===== src/shared/twa_pkg.sv =====
package twa_pkg;
   // address patterns
   localparam logic [7:0] GC_ADDR = 8'h00;
   localparam logic [4:0] EXT_PREFIX = 5'h1E;
   // bit positions within a byte on the bus
   localparam logic [3:0] BIT_FIRST = 4'h0;
   localparam logic [3:0] BIT_LAST = 4'h8;
   localparam logic [3:0] BIT_ACK = 4'h9;
   // reset values
   localparam logic [7:0] RST_BYTE = 8'h00;
   localparam logic [3:0] RST_CNT = 4'h0;
   localparam logic RST_BIT = 1'b0;
   // baud divider
   localparam int BAUD_W = 8;
   localparam logic [BAUD_W-1:0] BAUD_RST = 8'h00;
   // master sequencer states
   typedef enum logic [3:0] {
      M_IDLE, M_START, M_LOW, M_HOLD, M_RUN, M_RSTA, M_RSTB, M_STOPA, M_STOPB
   } twa_mstate_e;
endpackage


===== src/shared/twa_line_if.sv =====
`timescale 1ns/1ps
interface twa_line_if;
   logic scl;
   logic sda;
   logic scl_rise;
   logic scl_fall;
   logic start_det;
   logic stop_det;
   logic busy;
   modport src (output scl, sda, scl_rise, scl_fall, start_det, stop_det, busy);
   modport snk (input scl, sda, scl_rise, scl_fall, start_det, stop_det, busy);
endinterface


===== src/rtl/twa_line_sync.sv =====
`timescale 1ns/1ps
module twa_line_sync
   import twa_pkg::*;
(
   input wire logic clock,
   input wire logic rst,
   input wire logic scl_in,
   input wire logic sda_in,
   twa_line_if.src lp
);
   logic [2:0] scl_r, scl_nxt;
   logic [2:0] sda_r, sda_nxt;
   logic busy_r, busy_nxt;
   logic start_c, stop_c;

   // shift pins through two flops, third stage gives edges
   always_comb begin
      scl_nxt = {scl_r[1:0], scl_in};
      sda_nxt = {sda_r[1:0], sda_in};
      start_c = scl_r[1] & scl_r[2] & ~sda_r[1] & sda_r[2];
      stop_c = scl_r[1] & scl_r[2] & sda_r[1] & ~sda_r[2];
      busy_nxt = busy_r;
      if (start_c) begin
         busy_nxt = 1'b1;
      end else if (stop_c) begin
         busy_nxt = 1'b0;
      end
   end

   always_ff @(posedge clock or posedge rst) begin
      if (rst) begin
         scl_r <= 3'h7;
         sda_r <= 3'h7;
         busy_r <= RST_BIT;
      end else begin
         scl_r <= scl_nxt;
         sda_r <= sda_nxt;
         busy_r <= busy_nxt;
      end
   end

   // decoded line events for the core
   assign lp.scl = scl_r[1];
   assign lp.sda = sda_r[1];
   assign lp.scl_rise = scl_r[1] & ~scl_r[2];
   assign lp.scl_fall = ~scl_r[1] & scl_r[2];
   assign lp.start_det = start_c;
   assign lp.stop_det = stop_c;
   assign lp.busy = busy_r;

   a_start_busy: assert property (@(posedge clock) disable iff (rst)
      start_c |=> busy_r) else $error("bus not busy after start");
endmodule


===== src/rtl/twa_baud_div.sv =====
`timescale 1ns/1ps
module twa_baud_div
   import twa_pkg::*;
#(
   parameter int W = BAUD_W
)
(
   input wire logic clock,
   input wire logic rst,
   input wire logic run,
   input wire logic [W-1:0] divisor,
   output logic tick
);
   logic [W-1:0] cnt_r, cnt_nxt;

   // one pulse every divisor+1 cycles while running
   always_comb begin
      tick = run && (cnt_r == '0);
      cnt_nxt = cnt_r;
      if (!run || cnt_r == '0) begin
         cnt_nxt = divisor;
      end else begin
         cnt_nxt = cnt_r - 1'b1;
      end
   end

   always_ff @(posedge clock or posedge rst) begin
      if (rst) begin
         cnt_r <= BAUD_RST;
      end else begin
         cnt_r <= cnt_nxt;
      end
   end
endmodule


===== src/rtl/twa_core.sv =====
// How it works
// - a slave holds SCL low to stretch the low phase; longest low wins.
// - extended first address byte is 11110, two upper bits, direction bit.
// - after START, match extended prefix and upper bits with write direction; ack.
// - matched slaves compare second byte fully; only exact match acknowledges.
// - selected slave stays selected until STOP or repeated START to other address.
// - first extended byte raises interrupt; software discards data register then.
// - after repeated START, fully addressed slave accepts prefix with read, transmits.
// - unaddressed slaves never select on repeated START with read direction.
// - general-call enable accepts address zero as slave receiver, sets addressed flag.
// - with general call disabled, address zero is not acknowledged.
// - disabled after reset; the block has no way to reset the system.
// - one interrupt output: flag gated by enable; set by byte, match, arbitration.
// - interrupt flag cleared by writing one; zero leaves it.
// - transfer-complete flag sets on falling edge of ninth clock.
// - addressed flag on own or general call; software then sets transmit select.
// - arbitration lost if SDA driven high reads low in address, data, master ack.
// - arbitration lost on start while busy, repeat in slave, unrequested STOP.
// - arbitration-lost flag sets interrupt flag, cleared only by writing one.
// - master setup: divider, enable, transmit, master, then address write starts.
// - address extension selects ten-bit mode; three-bit field gives upper bits.
// - losing master releases SDA at once, becomes slave receiver, no STOP.
`timescale 1ns/1ps
module twa_core
   import twa_pkg::*;
(
   input wire logic clock,
   input wire logic rst,
   input wire logic scl_in,
   output logic scl_out,
   output logic scl_oe,
   input wire logic sda_in,
   output logic sda_out,
   output logic sda_oe,
   input wire logic module_enable,
   input wire logic bus_interrupt_enable,
   input wire logic master_select,
   input wire logic transmit_select,
   input wire logic repeat_start_req,
   input wire logic ack_disable,
   input wire logic general_call_enable,
   input wire logic address_extension,
   input wire logic [2:0] upper_address,
   input wire logic [7:0] own_address_reg,
   input wire logic [BAUD_W-1:0] baud_divider_reg,
   input wire logic [7:0] tx_data,
   input wire logic tx_data_wr,
   input wire logic clr_bus_interrupt_flag,
   input wire logic clr_arbitration_lost,
   output logic [7:0] bus_data_register,
   output logic transfer_complete_flag,
   output logic addressed_as_slave_flag,
   output logic slave_read_write_flag,
   output logic arbitration_lost_flag,
   output logic bus_interrupt_flag,
   output logic rx_nack,
   output logic bus_busy,
   output logic bus_interrupt
);
   twa_line_if lp ();
   logic tick;

   // engine state
   logic [3:0] cnt_r, cnt_nxt;
   logic [7:0] shreg_r, shreg_nxt, data_r, data_nxt;
   logic sda_low_r, sda_low_nxt, stretch_r, stretch_nxt;
   logic selected_r, selected_nxt, ext_pend_r, ext_pend_nxt, ext_addr_r, ext_addr_nxt;
   logic addr_phase_r, addr_phase_nxt, srw_r, srw_nxt, nack_r, nack_nxt;
   logic tcf_r, tcf_nxt, addressed_as_slave_flag_r, addressed_as_slave_flag_nxt, arbitration_lost_flag_r, arbitration_lost_flag_nxt, iif_r, iif_nxt;
   // master state
   twa_mstate_e mstate_r, mstate_nxt;
   logic mst_r, mst_nxt, scl_low_r, scl_low_nxt, m_sda_low_r, m_sda_low_nxt;
   logic msel_q_r, msel_q_nxt, need_data_r, need_data_nxt, hi_seen_r, hi_seen_nxt;
   // combinational helpers
   logic ack_slot, byte_end, tx_dir, arb_evt, iif_set, addressed_as_slave_flag_set, ms_rise;
   logic gc_hit, own7_hit, pfx_hit;

   twa_line_sync u_sync (
      .clock(clock),
      .rst(rst),
      .scl_in(scl_in),
      .sda_in(sda_in),
      .lp(lp)
   );

   twa_baud_div #(.W(BAUD_W)) u_div (
      .clock(clock),
      .rst(rst),
      .run(mst_r),
      .divisor(baud_divider_reg),
      .tick(tick)
   );

   // does the first address byte carry the ten-bit prefix and our upper bits
   function automatic logic ext_prefix_ok(input logic [7:0] b, input logic [2:0] up);
      ext_prefix_ok = (b[7:3] == EXT_PREFIX) && (b[2:1] == up[1:0]);
   endfunction

   // bus events and arbitration checks
   always_comb begin
      ack_slot = lp.scl_fall && (cnt_r == BIT_LAST);
      byte_end = lp.scl_fall && (cnt_r == BIT_ACK);
      ms_rise = master_select && !msel_q_r;
      tx_dir = mst_r ? (addr_phase_r | transmit_select)
                     : (selected_r & ~addr_phase_r & transmit_select);
      gc_hit = general_call_enable && (shreg_r == GC_ADDR);
      own7_hit = !address_extension && (shreg_r[7:1] == own_address_reg[7:1]);
      pfx_hit = address_extension && ext_prefix_ok(shreg_r, upper_address);
      arb_evt = module_enable && (
         (mst_r && lp.scl_rise && !sda_low_r && !m_sda_low_r && !lp.sda
            && (tx_dir ? (cnt_r < BIT_LAST) : (cnt_r == BIT_LAST)))
         || (ms_rise && !mst_r && lp.busy)
         || (repeat_start_req && !mst_r)
         || (lp.stop_det && mst_r));
   end

   // byte engine, address matching and status flags
   always_comb begin
      cnt_nxt = cnt_r;
      shreg_nxt = shreg_r;
      data_nxt = data_r;
      sda_low_nxt = sda_low_r;
      stretch_nxt = stretch_r;
      selected_nxt = selected_r;
      ext_pend_nxt = ext_pend_r;
      ext_addr_nxt = ext_addr_r;
      addr_phase_nxt = addr_phase_r;
      srw_nxt = srw_r;
      nack_nxt = nack_r;
      tcf_nxt = tcf_r;
      addressed_as_slave_flag_set = 1'b0;
      iif_set = 1'b0;
      addressed_as_slave_flag_nxt = addressed_as_slave_flag_r;
      if (lp.start_det) begin
         // repeated or fresh start: next byte is an address
         cnt_nxt = BIT_FIRST;
         addr_phase_nxt = 1'b1;
         sda_low_nxt = 1'b0;
         stretch_nxt = 1'b0;
         ext_pend_nxt = 1'b0;
         addressed_as_slave_flag_nxt = 1'b0;
      end else if (lp.stop_det) begin
         cnt_nxt = BIT_FIRST;
         addr_phase_nxt = 1'b0;
         selected_nxt = 1'b0;
         ext_addr_nxt = 1'b0;
         ext_pend_nxt = 1'b0;
         sda_low_nxt = 1'b0;
         stretch_nxt = 1'b0;
         addressed_as_slave_flag_nxt = 1'b0;
      end else begin
         if (lp.scl_rise && cnt_r < BIT_ACK) begin
            cnt_nxt = cnt_r + 4'h1;
            if (cnt_r < BIT_LAST) begin
               shreg_nxt = {shreg_r[6:0], lp.sda};
            end else begin
               nack_nxt = lp.sda;
            end
            if (cnt_r == BIT_FIRST) begin
               tcf_nxt = 1'b0;
            end
         end
         if (lp.scl_fall && cnt_r != BIT_FIRST && cnt_r < BIT_LAST) begin
            sda_low_nxt = tx_dir & ~shreg_r[7];
         end
         if (ack_slot) begin
            data_nxt = shreg_r;
            if (addr_phase_r && !mst_r) begin
               sda_low_nxt = 1'b0;
               if (ext_pend_r) begin
                  ext_pend_nxt = 1'b0;
                  if (shreg_r == own_address_reg) begin
                     sda_low_nxt = 1'b1;
                     selected_nxt = 1'b1;
                     ext_addr_nxt = 1'b1;
                     srw_nxt = 1'b0;
                     addressed_as_slave_flag_set = 1'b1;
                  end else begin
                     selected_nxt = 1'b0;
                     ext_addr_nxt = 1'b0;
                  end
               end else if (gc_hit || own7_hit) begin
                  sda_low_nxt = 1'b1;
                  selected_nxt = 1'b1;
                  srw_nxt = gc_hit ? 1'b0 : shreg_r[0];
                  addressed_as_slave_flag_set = 1'b1;
               end else if (pfx_hit && !shreg_r[0]) begin
                  sda_low_nxt = 1'b1;
                  ext_pend_nxt = 1'b1;
                  selected_nxt = 1'b0;
                  ext_addr_nxt = 1'b0;
               end else if (pfx_hit && ext_addr_r) begin
                  sda_low_nxt = 1'b1;
                  selected_nxt = 1'b1;
                  srw_nxt = 1'b1;
                  addressed_as_slave_flag_set = 1'b1;
               end else begin
                  selected_nxt = 1'b0;
                  ext_addr_nxt = 1'b0;
               end
            end else begin
               sda_low_nxt = !tx_dir && (mst_r ? !ack_disable : selected_r);
            end
         end
         if (byte_end) begin
            cnt_nxt = BIT_FIRST;
            sda_low_nxt = 1'b0;
            tcf_nxt = 1'b1;
            iif_set = 1'b1;
            addr_phase_nxt = ext_pend_r && !mst_r;
            stretch_nxt = selected_r && !mst_r;
         end else if (stretch_r && !iif_r) begin
            stretch_nxt = 1'b0;
         end
         if (tx_data_wr) begin
            shreg_nxt = tx_data;
            data_nxt = tx_data;
            addressed_as_slave_flag_nxt = 1'b0;
            if (cnt_r == BIT_FIRST) begin
               sda_low_nxt = tx_dir & ~tx_data[7];
            end
         end
      end
      if (arb_evt) begin
         sda_low_nxt = 1'b0;
      end
      // set wins over software clear
      iif_set = iif_set | addressed_as_slave_flag_set | arb_evt;
      iif_nxt = iif_set | (iif_r & ~clr_bus_interrupt_flag);
      arbitration_lost_flag_nxt = arb_evt | (arbitration_lost_flag_r & ~clr_arbitration_lost);
      addressed_as_slave_flag_nxt = addressed_as_slave_flag_set | addressed_as_slave_flag_nxt;
      if (!module_enable) begin
         cnt_nxt = RST_CNT;
         sda_low_nxt = 1'b0;
         stretch_nxt = 1'b0;
         selected_nxt = 1'b0;
         ext_pend_nxt = 1'b0;
         ext_addr_nxt = 1'b0;
         addr_phase_nxt = 1'b0;
      end
   end

   always_ff @(posedge clock or posedge rst) begin
      if (rst) begin
         cnt_r <= RST_CNT;
         shreg_r <= RST_BYTE;
         data_r <= RST_BYTE;
         sda_low_r <= RST_BIT;
         stretch_r <= RST_BIT;
         selected_r <= RST_BIT;
         ext_pend_r <= RST_BIT;
         ext_addr_r <= RST_BIT;
         addr_phase_r <= RST_BIT;
         srw_r <= RST_BIT;
         nack_r <= RST_BIT;
         tcf_r <= RST_BIT;
         addressed_as_slave_flag_r <= RST_BIT;
         arbitration_lost_flag_r <= RST_BIT;
         iif_r <= RST_BIT;
      end else begin
         cnt_r <= cnt_nxt;
         shreg_r <= shreg_nxt;
         data_r <= data_nxt;
         sda_low_r <= sda_low_nxt;
         stretch_r <= stretch_nxt;
         selected_r <= selected_nxt;
         ext_pend_r <= ext_pend_nxt;
         ext_addr_r <= ext_addr_nxt;
         addr_phase_r <= addr_phase_nxt;
         srw_r <= srw_nxt;
         nack_r <= nack_nxt;
         tcf_r <= tcf_nxt;
         addressed_as_slave_flag_r <= addressed_as_slave_flag_nxt;
         arbitration_lost_flag_r <= arbitration_lost_flag_nxt;
         iif_r <= iif_nxt;
      end
   end

   // master sequencer: start, clocking with synchronisation, repeat and stop
   always_comb begin
      mstate_nxt = mstate_r;
      mst_nxt = mst_r;
      scl_low_nxt = scl_low_r;
      m_sda_low_nxt = m_sda_low_r;
      need_data_nxt = need_data_r & ~tx_data_wr;
      hi_seen_nxt = hi_seen_r;
      msel_q_nxt = master_select;
      case (mstate_r)
         M_IDLE: begin
            if (ms_rise && !lp.busy && module_enable) begin
               mstate_nxt = M_START;
               mst_nxt = 1'b1;
               m_sda_low_nxt = 1'b1;
            end
         end
         M_START: begin
            if (tick) begin
               mstate_nxt = M_LOW;
               scl_low_nxt = 1'b1;
            end
         end
         M_LOW: begin
            if (tick) begin
               mstate_nxt = M_HOLD;
               m_sda_low_nxt = 1'b0;
               need_data_nxt = ~tx_data_wr;
            end
         end
         M_HOLD: begin
            if (repeat_start_req) begin
               mstate_nxt = M_RSTA;
            end else if (!master_select) begin
               mstate_nxt = M_STOPA;
               m_sda_low_nxt = 1'b1;
            end else if (!iif_r && !need_data_nxt) begin
               mstate_nxt = M_RUN;
               hi_seen_nxt = 1'b0;
            end
         end
         M_RUN: begin
            if (byte_end) begin
               mstate_nxt = M_HOLD;
               need_data_nxt = transmit_select;
            end else if (scl_low_r) begin
               if (tick) begin
                  scl_low_nxt = 1'b0;
                  hi_seen_nxt = 1'b0;
               end
            end else if (tick && lp.scl) begin
               // high phase counts only once the wire is really high
               scl_low_nxt = hi_seen_r;
               hi_seen_nxt = 1'b1;
            end
         end
         M_RSTA: begin
            if (tick) begin
               mstate_nxt = M_RSTB;
               scl_low_nxt = 1'b0;
            end
         end
         M_RSTB: begin
            if (tick && lp.scl) begin
               mstate_nxt = M_START;
               m_sda_low_nxt = 1'b1;
            end
         end
         M_STOPA: begin
            if (tick) begin
               mstate_nxt = M_STOPB;
               scl_low_nxt = 1'b0;
            end
         end
         M_STOPB: begin
            if (tick && lp.scl) begin
               mstate_nxt = M_IDLE;
               m_sda_low_nxt = 1'b0;
               mst_nxt = 1'b0;
            end
         end
         default: begin
            mstate_nxt = M_IDLE;
         end
      endcase
      if (arb_evt || !module_enable) begin
         // drop off the bus at once, no stop condition
         mstate_nxt = M_IDLE;
         mst_nxt = 1'b0;
         scl_low_nxt = 1'b0;
         m_sda_low_nxt = 1'b0;
      end
   end

   always_ff @(posedge clock or posedge rst) begin
      if (rst) begin
         mstate_r <= M_IDLE;
         mst_r <= RST_BIT;
         scl_low_r <= RST_BIT;
         m_sda_low_r <= RST_BIT;
         msel_q_r <= RST_BIT;
         need_data_r <= RST_BIT;
         hi_seen_r <= RST_BIT;
      end else begin
         mstate_r <= mstate_nxt;
         mst_r <= mst_nxt;
         scl_low_r <= scl_low_nxt;
         m_sda_low_r <= m_sda_low_nxt;
         msel_q_r <= msel_q_nxt;
         need_data_r <= need_data_nxt;
         hi_seen_r <= hi_seen_nxt;
      end
   end

   // pins and status outputs
   assign scl_out = 1'b0;
   assign sda_out = 1'b0;
   assign scl_oe = scl_low_r | stretch_r;
   assign sda_oe = sda_low_r | m_sda_low_r;
   assign bus_data_register = data_r;
   assign transfer_complete_flag = tcf_r;
   assign addressed_as_slave_flag = addressed_as_slave_flag_r;
   assign slave_read_write_flag = srw_r;
   assign arbitration_lost_flag = arbitration_lost_flag_r;
   assign bus_interrupt_flag = iif_r;
   assign rx_nack = nack_r;
   assign bus_busy = lp.busy;
   assign bus_interrupt = iif_r & bus_interrupt_enable;

   a_irq_drop: assert property (@(posedge clock) disable iff (rst)
      (iif_r && clr_bus_interrupt_flag && !iif_set) |=> !bus_interrupt)
      else $error("interrupt did not drop after clear");
   a_tcf_ninth: assert property (@(posedge clock) disable iff (rst)
      (byte_end && module_enable && !lp.start_det && !lp.stop_det) |=> (tcf_r && iif_r))
      else $error("ninth fall did not set complete flag");
   a_arbitration_lost_flag_sticky: assert property (@(posedge clock) disable iff (rst)
      (arbitration_lost_flag_r && !clr_arbitration_lost) |=> arbitration_lost_flag_r)
      else $error("arbitration flag lost without clear");
   a_arb_release: assert property (@(posedge clock) disable iff (rst)
      arb_evt |=> (mstate_r == M_IDLE) && !mst_r && !m_sda_low_r && !sda_low_r && arbitration_lost_flag_r)
      else $error("master did not release after arbitration loss");
   a_gc_reject: assert property (@(posedge clock) disable iff (rst)
      (ack_slot && addr_phase_r && !mst_r && !ext_pend_r && !general_call_enable
       && !address_extension && shreg_r == GC_ADDR && own_address_reg[7:1] != 7'h00
       && !lp.start_det && !lp.stop_det) |=> !sda_low_r && !selected_r)
      else $error("general call acknowledged while disabled");
   a_read_reject: assert property (@(posedge clock) disable iff (rst)
      (ack_slot && addr_phase_r && !mst_r && !ext_pend_r && !ext_addr_r && address_extension
       && shreg_r[0] && !gc_hit && !lp.start_det && !lp.stop_det) |=> !selected_r)
      else $error("read selected without prior addressing");
   a_stop_deselect: assert property (@(posedge clock) disable iff (rst)
      lp.stop_det |=> !selected_r && !addressed_as_slave_flag_r)
      else $error("slave still selected after stop");
   a_stretch_hold: assert property (@(posedge clock) disable iff (rst)
      (stretch_r && iif_r && module_enable && !lp.start_det && !lp.stop_det) |=> scl_oe)
      else $error("stretch released while flag pending");
   a_disabled_quiet: assert property (@(posedge clock) disable iff (rst)
      !module_enable |=> !sda_oe && !scl_oe && !mst_r)
      else $error("disabled block drives the bus");
endmodule


===== config.mk =====
export PLATFORM = sky130hd
export DESIGN_NAME = twa_core
export DESIGN_NICKNAME = d
export VERILOG_FILES = /design/src/shared/twa_pkg.sv /design/src/shared/twa_line_if.sv /design/src/rtl/twa_line_sync.sv /design/src/rtl/twa_baud_div.sv /design/src/rtl/twa_core.sv
export SDC_FILE = /design/constraint.sdc
export NUM_CORES = 1
export LEC_CHECK = 0
export BUFFER_PORTS_ARGS = -buffer_cell sky130_fd_sc_hd__buf_4
export CAP_MARGIN = 10
export CORE_AREA = 2 2 85 87
export DETAILED_ROUTE_END_ITERATION = 10
export DIE_AREA = 0 0 87 89
export MAX_ROUTING_LAYER = met4
export PLACE_DENSITY = 0.72
export SYNTH_ARGS = -nofsm -noshare
export SYNTH_HDL_FRONTEND = slang
export SYNTH_SLANG_ARGS = --single-unit

===== constraint.sdc =====
create_clock -name clock -period 2.8 [get_ports clock]
set_input_delay 0.56 -clock clock [delete_from_list [all_inputs] [get_ports clock]]
set_output_delay 0.56 -clock clock [all_outputs]
set_load 0.01 [all_outputs]

==> results of run 1 <==
flip-flops by register name, summed over array words and instances (netlist names), 3 cells and up:
name	flops
cnt_r	4
u_sync.scl_r	3
shreg_r	8
u_sync.sda_r	3
u_div.cnt_r	8
mstate_r	4
bus_data_register	8
worst paths after layout:
| check | cells past startpoint | slack (ns) | to | from |
|---|---|---|---|---|
| hold / removal | 1 | 0.33 | u_sync.sda_r[0] | sda_in |
| setup reg to reg | 7 | 0.62 | sda_low_r | cnt_r[1] |
| hold reg to reg | 0 | 0.35 | u_sync.scl_r[1] | u_sync.scl_r[0] |
| setup / recovery | 7 | 0.62 | sda_low_r | cnt_r[1] |
| max in group asynchronous | 3 | 1.91 | u_div.cnt_r[4] | rst |
| min in group asynchronous | 3 | 0.43 | bus_data_register[7] | rst |
layout by cell type (no fill, tap or decap), types with 3 or more instances in the layout:
master	n
buf_4	61
dfrtp_1	51
nand2_1	45
nor2_1	36
a21oi_1	33
o21ai_0	29
nor2b_1	18
inv_1	17
xor2_1	15
clkbuf_8	10
nand3_1	9
mux2i_1	7
o211ai_1	7
nand2b_1	6
nor3_1	6
dfstp_2	6
xnor2_1	5
ha_1	5
nand4b_1	4
a31oi_1	4
nand4_1	4
a32oi_1	3
bufinv_16	3
clkinv_2	3
routing by layer:
layer	wire, um	vias up	track usage
met1	3640	1389	0.307
met2	3750	86	0.331
met3	411	9	0.0379
met5	0	-	-
li1	-	1441	-
met4	102	0	0.0838
stage by stage:
step                      utilization  hold WS (ns)  total power [uW]
after floorplan                     -         0.345              1130
after global placement          0.568         0.346              1260
after detailed placement        0.568         0.347              1270
after CTS                       0.604         0.316              2220
after global routing            0.604         0.314              2310
final                           0.604         0.328              2210
cell families (layout without fill, tap and decap cells):
logic type | after synthesis | count (layout) | share of synthesized area
adders and majority gates | 5 | 5 | 0.0187
other | 1 | 2 | 0.00112
buffers and inverters | 37 | 95 | 0.0457
muxes | 8 | 8 | 0.0243
AOI/OAI and AO/OA | 99 | 99 | 0.189
DFF | 57 | 57 | 0.429
xor gates and xnor gates | 20 | 20 | 0.0524
and+or+nand+nor | 153 | 153 | 0.240
cell type report:
class / count / area share
clock buffer: 10 / 0.0339
clock inverter: 6 / 0.0259
inverter: 18 / 0.0166
multi-input combinational: 287 / 0.433
sequential: 57 / 0.353
tap: 80 / 0.0246
timing repair buffer: 61 / 0.113
worst max-delay path, delay by kind of cell (launching register included):
family	cells	cell delay [ns]
AND/OR/NAND/NOR	2	0.79
AO/OA/AOI/OAI	2	0.51
buffers and inverters	2	0.24
flip-flops	1	0.41
adder cells (fa/ha/maj)	1	0.15
power by group through the flow:
stage	sequential, uW	clock [uW]	combinational, uW
finish	952	952	306
CTS	951	963	310
floorplan	954	0	181
detailed placement	965	0	307
global placement	964	0	300
global route	960	999	347
==> impl_metrics.csv, run 1 <==
group,metric,value,unit
outcome,status,"finished clean",
finish,stdcell_area,4060,um2
die,row_count,30,
worst_setup_path,startpoint_type,"flop",
placement,place_area,3820,um2
synthesis,yosys-top-cells-area,"dfrtp_1, nand2_1, a21oi_1, dfstp_2, o21ai_0",
flow_run,max_cap_violations,0,
global_route,grt_max_degree,58,
finish,layoutNonFillerInstCount,519,
placement,dpl.hpwl,5560,um
power,max-vdd-ir-drop,360,uV
global_route,grt_overflow,0,
cts,clockBufferDepth,2,
die,dieArea,7740,um2
timing,hold_violations,0,
cts,h-tree-depth,3,
synthesis,syn_inst,380,
cts,numCtsBuffers,9,
drt,num_vias,2925,
power,p_switching,567,uW
finish,antennaDiodeCount,0,
drt,ant_nets,0,
synthesis,synth_common_cells,"dfrtp_1, nand2_1, nor2_1",
finish,seq_area,1430,um2
timing,finalSetupTns,0,ns
cts,clk_pin_slew,0.07,ns
timing,worstMarginPinSlew,0.704,ns
synthesis,synth_top_area_frac,0.382,
synthesis,yosysWarningCount,0,
cts,postCtsSetupBuffers,0,
timing,rsz0062_at_grt,"no",
timing,final.period_utilization,0.780,
synthesis,syn_avg_cell_area,8.79,um2
synthesis,ys_ff_latch,57,
timing,report.final.slew_viol_count,0,
cts,clock_latency,0.33,ns
worst_setup_path,endpoint_kind,"flop",
global_route,grt_pass1_wl,13200,um
cts,holdBufCountCts,0,
cts,numClockSinks,57,
synthesis,ys.flop_type,"dfrtp_1",
die,core_region_area,6720,um2
synthesis,yosysTopAreaCell,"dfrtp_1",
synthesis,ys_seq_area_frac,0.429,
finish,nets,481,
die,die_w,87,um
worst_setup_path,cp.required,3.04,ns
timing,relSlewSlack,0.531,
timing,max_freq,458,MHz
worst_setup_path,path_class,"reg -> reg",
global_route,antenna_found_initial,0,
cts,cts_tree,"built",
power,power.share.switching,0.257,
die,ioPinCount,62,
finish,syn_to_final_growth,21.5,%
cts,cts-resized-gates,0,
drt,drcViolationCount,0,
drt,initialDrtViolationCount,191,
synthesis,async_reset_ff_frac,1.00,
placement,gp_congestion,0.885,
timing,skew,0.00797,ns
placement,pre_cts_ws,0.684,ns
finish,nFillCells,594,
drt,wl_per_cell,15.2,um
power,powerDensity,544,nW/um2
power,p_seq_frac,0.431,
global_route,grt_pass1_vias,2824,
worst_hold_path,min_path_type,"in -> reg",
worst_setup_path,slowest_stage,"nor2b_1",
timing,fin_crit,2.18,ns
timing,worst_slack,0.617,ns
drt,drt-total-wl,7900,um
finish,drive_above_1_share,0.221,
synthesis,synth_cell_types,64,
timing,final-setup-viol-count,0,
power,intPower,1640,uW
synthesis,synthesis.area,3340,um2
power,p_comb_frac,0.139,
power,p_leak,0.00185,uW
synthesis,synth_edf_count,0,
cts,root_buffer,"clkbuf_8",
drt,via_per_inst,5.64,
die,start_util,0.497,
worst_setup_path,crit_path_frequent_cell,"inv_1",
die,die-height,89,um
global_route,grt_use_total,0.223,
finish,multi_input_area,1760,um2
drt,first_pass_iters,4,
synthesis,yosysMostFrequentCell,"dfrtp_1",
worst_setup_path,cp_max_fo,7,
worst_setup_path,cp_cell_sequence,"inv_1, ha_1, nor2b_1, inv_1, or3_1, o32a_1, a211oi_1",
placement,port_buffers,58,
placement,place_inst,503,
worst_setup_path,max_stage_delay,0.42,ns
power,p_clk_frac,0.431,
worst_setup_path,worstPathArrival,2.42,ns
(Power assumes the default switching activity.)
==> run 2, diff against run 1 <==
--- a/config.mk
+++ b/config.mk
@@ -11,7 +11,7 @@
 export DETAILED_ROUTE_END_ITERATION = 10
 export DIE_AREA = 0 0 87 89
 export MAX_ROUTING_LAYER = met4
-export PLACE_DENSITY = 0.72
+export PLACE_DENSITY = 0.75
 export SYNTH_ARGS = -nofsm -noshare
 export SYNTH_HDL_FRONTEND = slang
 export SYNTH_SLANG_ARGS = --single-unit
==> constraint.sdc (replaced) <==
create_clock -name clock -period 2 [get_ports clock]
set_input_delay 0.4 -clock clock [delete_from_list [all_inputs] [get_ports clock]]
set_output_delay 0.4 -clock clock [all_outputs]
set_load 0.01 [all_outputs]
==> run 2 against run 1 <==
Register-to-register slack worse by 0.56 ns. Count of clock-buffer cells in the layout is 1 lower. Sequential power up 38%. Final area is 5.0% higher. Combinational power grew 63%. Clock skew grew 0.0012 ns. Clock power is 29% higher. Power rose by 38%.
==> impl_metrics.csv, run 2 (synthesis gave the netlist of run 1 again) <==
group,metric,value,unit
outcome,status,"finished clean",
drt,drt-total-wl,8220,um
flow_run,max_cap_violations,0,
worst_setup_path,slowest_stage,"dfrtp_1",
worst_setup_path,cp_max_fo,4,
die,dieArea,7740,um2
finish,seq_area,1430,um2
finish,nets,506,
cts,clock_latency,0.34,ns
placement,dpl.hpwl,6020,um
cts,numCtsBuffers,9,
worst_setup_path,worstPathArrival,2.21,ns
die,die-height,89,um
timing,report.final.slew_viol_count,0,
timing,max_freq,516,MHz
cts,h-tree-depth,3,
worst_setup_path,max_stage_delay,0.41,ns
worst_setup_path,startpoint_type,"flop",
power,total_power,3040,uW
placement,place_area,3970,um2
finish,drive_above_1_share,0.272,
finish,multi_input_area,1780,um2
placement,gp_congestion,0.894,
power,powerDensity,714,nW/um2
cts,root_buffer,"clkbuf_8",
worst_setup_path,rr_endpoint,"mstate_r[0]",
finish,final_util,0.635,
finish,stdcell_area,4260,um2
global_route,grt_pass1_wl,13600,um
cts,numClockSinks,57,
worst_hold_path,min_path_type,"in -> async",
finish,final_cell_mix,"buf_4, dfrtp_1, nand2_1",
worst_setup_path,reg2reg_depth,8,
cts,clk_pin_slew,0.07,ns
finish,antennaDiodeCount,0,
finish,syn_to_final_growth,27.6,%
drt,initialDrtViolationCount,197,
drt,ant_nets,0,
global_route,grt_pass1_vias,2959,
global_route,grt_use_total,0.234,
cts,clockBufferDepth,2,
worst_setup_path,crit-reg2reg-launch,"u_div.cnt_r[0]",
global_route,antenna_found_initial,0,
die,core_region_area,6720,um2
worst_setup_path,cp.required,2.27,ns
finish,mostFrequentLayoutCell,"buf_4",
die,start_util,0.497,
cts,cts_tree,"built",
timing,skew,0.00914,ns
die,die_w,87,um
worst_setup_path,r2r_slack,0.06,ns
drt,drcViolationCount,0,
die,ioPinCount,62,
power,p_leak,0.00197,uW
finish,nFillCells,549,
worst_setup_path,endpoint_kind,"flop",
timing,final-setup-viol-count,0,
worst_setup_path,crit_buf_inv,1,
drt,first_pass_iters,5,
worst_setup_path,crit_family,"compound AO/OA/AOI/OAI gates",
die,row_count,30,
power,max-vdd-ir-drop,515,uV
timing,fin_crit,1.94,ns
drt,wl_per_cell,15.1,um
drt,num_vias,3015,
worst_setup_path,cp_cell_sequence,"inv_2, ha_2, nor3b_4, nand3_4, a221oi_4, nand2_2, a211o_1, a21oi_2",
placement,port_buffers,58,
worst_setup_path,cp-startpoint,"u_div.cnt_r[0]",
global_route,grt_max_degree,37,
timing,hold_violations,0,
global_route,grt_overflow,0,
timing,holdWs,0.0815,ns
timing,rsz0062_at_grt,"yes",
drt,via_per_inst,5.54,
timing,final.period_utilization,0.970,
worst_setup_path,path_class,"reg -> reg",
-- run 2: through the flow --
step                      cells  worst slack, ns  TNS (ns)
after floorplan             381            0.140         0
after global placement      522           0.0955         0
after detailed placement    522           0.0401         0
after CTS                   538          0.00942         0
after global routing        544          -0.0586   -0.0671
final                       544           0.0608         0
-- run 2: worst register-to-register path: cells and delay by family, from the launching register on --
kind	cells	cell delay (ns)
adder cells (fa/ha/maj)	1	0.17
AO/OA/AOI/OAI	3	0.78
flip-flops	1	0.41
AND/OR/NAND/NOR	3	0.44
buffers and inverters	1	0.07
-- run 2: power breakdown --
| group | switching, uW | internal [uW] |
|---|---|---|
| Sequential | 78.8 | 1230 |
| Clock | 518 | 713 |
| Combinational | 253 | 245 |
-- run 2: per-layer routing --
layer | GRT usage | vias up | wire length (um)
li1 | - | 1492 | -
met1 | 0.311 | 1437 | 3780
met2 | 0.362 | 78 | 3910
met3 | 0.0351 | 8 | 438
met4 | 0.0938 | 0 | 87
met5 | - | - | 0
-- run 2: worst max path at each step --
stage                   to  slack, ns  cells after the start
2_1_floorplan        mst_r       0.14                     10
3_3_place_gp         mst_r        0.1                      9
3_5_place_dp   mstate_r[0]       0.04                      8
4_1_cts        mstate_r[0]      0.009                      8
5_1_grt        mstate_r[0]      -0.06                      8
6_report       mstate_r[0]       0.06                      8
-- run 2: timing repair --
action,CTS,global route
hold buffers,0,0
setup endpoints to repair,0,8
setup buffers,0,6
gates resized for setup,0,6
-- run 2: final cells by class --
class / count / area share
multi-input combinational: 287 / 0.417
sequential: 57 / 0.336
inverter: 18 / 0.0158
clock buffer: 9 / 0.0290
timing repair buffer: 86 / 0.154
tap: 80 / 0.0235
clock inverter: 7 / 0.0241
==> run 3, diff against run 2 <==
--- a/config.mk
+++ b/config.mk
@@ -5,13 +5,14 @@
 export SDC_FILE = /design/constraint.sdc
 export NUM_CORES = 1
 export LEC_CHECK = 0
-export BUFFER_PORTS_ARGS = -buffer_cell sky130_fd_sc_hd__buf_4
+export BUFFER_PORTS_ARGS = -buffer_cell sky130_fd_sc_hd__buf_2
 export CAP_MARGIN = 10
 export CORE_AREA = 2 2 85 87
 export DETAILED_ROUTE_END_ITERATION = 10
 export DIE_AREA = 0 0 87 89
 export MAX_ROUTING_LAYER = met4
 export PLACE_DENSITY = 0.75
+export SLEW_MARGIN = 20
 export SYNTH_ARGS = -nofsm -noshare
 export SYNTH_HDL_FRONTEND = slang
 export SYNTH_SLANG_ARGS = --single-unit
==> run 3 against run 2 <==
Largest power group unchanged. Register-to-register slack improved by 0.02 ns. Critical path depth rose by 1. Largest cell class unchanged. Global-route usage fell by 0.75 points. Worst hold slack improved by 0.013 ns. Count of clock-buffer cells in the layout did not move. Final area fell by 2.7%.
==> impl_metrics.csv, run 3 (synthesis gave the netlist of run 1 again) <==
group,metric,value,unit
timing,skew,0.00944,ns
die,row_count,30,
timing,worst_slack,0.0798,ns
flow_run,max_cap_violations,0,
power,p_switching,868,uW
cts,holdBufCountCts,0,
timing,final.period_utilization,0.960,
power,p_seq_frac,0.433,
power,powerDensity,729,nW/um2
cts,clockBufferDepth,2,
drt,ant_nets,0,
power,p_leak,0.00195,uW
worst_setup_path,r2r_slack,0.08,ns
finish,antennaDiodeCount,0,
worst_setup_path,cp_max_fo,4,
cts,clock_latency,0.35,ns
timing,worstMarginPinSlew,0.531,ns
cts,root_buffer,"clkbuf_8",
global_route,grt_overflow,0,
power,intPower,2160,uW
drt,first_pass_iters,4,
timing,final-setup-viol-count,0,
cts,numCtsBuffers,9,
drt,initialDrtViolationCount,233,
placement,port_buffers,58,
finish,mostFrequentLayoutCell,"buf_2",
drt,drcViolationCount,0,
worst_setup_path,endpoint_kind,"flop",
global_route,grt_max_degree,24,
placement,pre_cts_ws,-0.00389,ns
global_route,antenna_found_initial,0,
worst_setup_path,path_class,"reg -> reg",
power,max-vdd-ir-drop,646,uV
power,power.share.switching,0.287,
worst_hold_path,min_path_type,"in -> async",
placement,gp_congestion,0.887,
cts,h-tree-depth,3,
die,core_region_area,6720,um2
timing,relSlewSlack,0.637,
finish,nets,509,
timing,fin_crit,1.92,ns
global_route,grt_pass1_vias,2897,
finish,final_cell_mix,"buf_2, dfrtp_1, nand2_1",
outcome,status,"finished clean",
finish,drive_above_1_share,0.283,
power,p_comb_frac,0.153,
timing,holdWs,0.0945,ns
placement,dpl.hpwl,5930,um
timing,hold_violations,0,
worst_setup_path,cp.required,2.28,ns
cts,clk_pin_slew,0.07,ns
timing,max_freq,521,MHz
worst_setup_path,startpoint_type,"flop",
drt,via_per_inst,5.52,
die,die_w,87,um
global_route,grt_use_total,0.227,
worst_setup_path,worstPathArrival,2.20,ns
drt,wl_per_cell,14.9,um
die,dieArea,7740,um2
finish,syn_to_final_growth,24.1,%
die,ioPinCount,62,
die,start_util,0.497,
power,p_clk_frac,0.414,
drt,num_vias,3021,
die,die-height,89,um
timing,report.final.slew_viol_count,0,
drt,drt-total-wl,8160,um
cts,cts_tree,"built",
worst_setup_path,reg2reg_depth,9,
global_route,grt_pass1_wl,13200,um
timing,finalSetupTns,0,ns
cts,numClockSinks,57,
[run 3: cell count changes in the layout (fill, tap and decap cells not counted), sizes merged]
cell | before | now
buf | 86 | 89
clkinv | 2 | 4
clkinvlp | 1 | 0
inv | 20 | 19
[run 3: repair_timing]
item,in CTS,in global routing
resized for setup,1,7
setup buffers,2,6
setup endpoints to repair,1,9
cloned,0,0
endpoints found under the hold margin,0,0
pin swaps,1,4
[run 3: cell type report]
class                   instances  area [um2]
repair buffers                 89         536
inverters                      18        67.6
well taps                      80         100
fillers                       565        2570
clock inverters                 7         104
flip-flops and latches         57        1430
clock buffers                   9         124
multi-input cells             287        1780
[run 3: final timing paths]
check	to	start
max	mstate_r[3]	u_div.cnt_r[0]
min	cnt_r[1]	rst
max reg2reg	mstate_r[3]	u_div.cnt_r[0]
min reg2reg	u_sync.scl_r[1]	u_sync.scl_r[0]
max in group asynchronous	scl_low_r	rst
min in group clock	u_sync.sda_r[0]	sda_in
[run 3: power groups by stage]
stage          Clock (uW)  Sequential, uW  Combinational [uW]
2_1_floorplan           0            1340                 253
3_5_place_dp            0            1330                 449
5_1_grt              1310            1320                 520
3_3_place_gp            0            1330                 436
6_report             1250            1310                 463
4_1_cts              1260            1310                 453
[run 3: critical path: stages (launching register included)]
cell      delay [ns]
dfrtp_1         0.40
inv_2           0.07
ha_2            0.17
nor3b_4         0.21
nand3_2         0.16
a221oi_4        0.36
buf_4           0.17
buf_4           0.10
nand4_1         0.08
a21oi_1         0.14
[run 3: per-layer routing]
| layer | track usage | vias to the layer above | wire [um] |
|---|---|---|---|
| met5 | - | - | 0 |
| li1 | - | 1493 | - |
| met2 | 0.349 | 97 | 3830 |
| met4 | 0.0994 | 0 | 106 |
| met3 | 0.0452 | 7 | 500 |
| met1 | 0.291 | 1424 | 3720 |
[run 3: metrics by stage]
stage,util,instances,area (um2),total power (uW)
finish,0.617,547,4150,3030
global route,0.617,547,4150,3150
CTS,0.608,541,4090,3020
detailed placement,0.571,523,3840,1780
global placement,0.571,523,3840,1760
floorplan,-,381,3350,1590
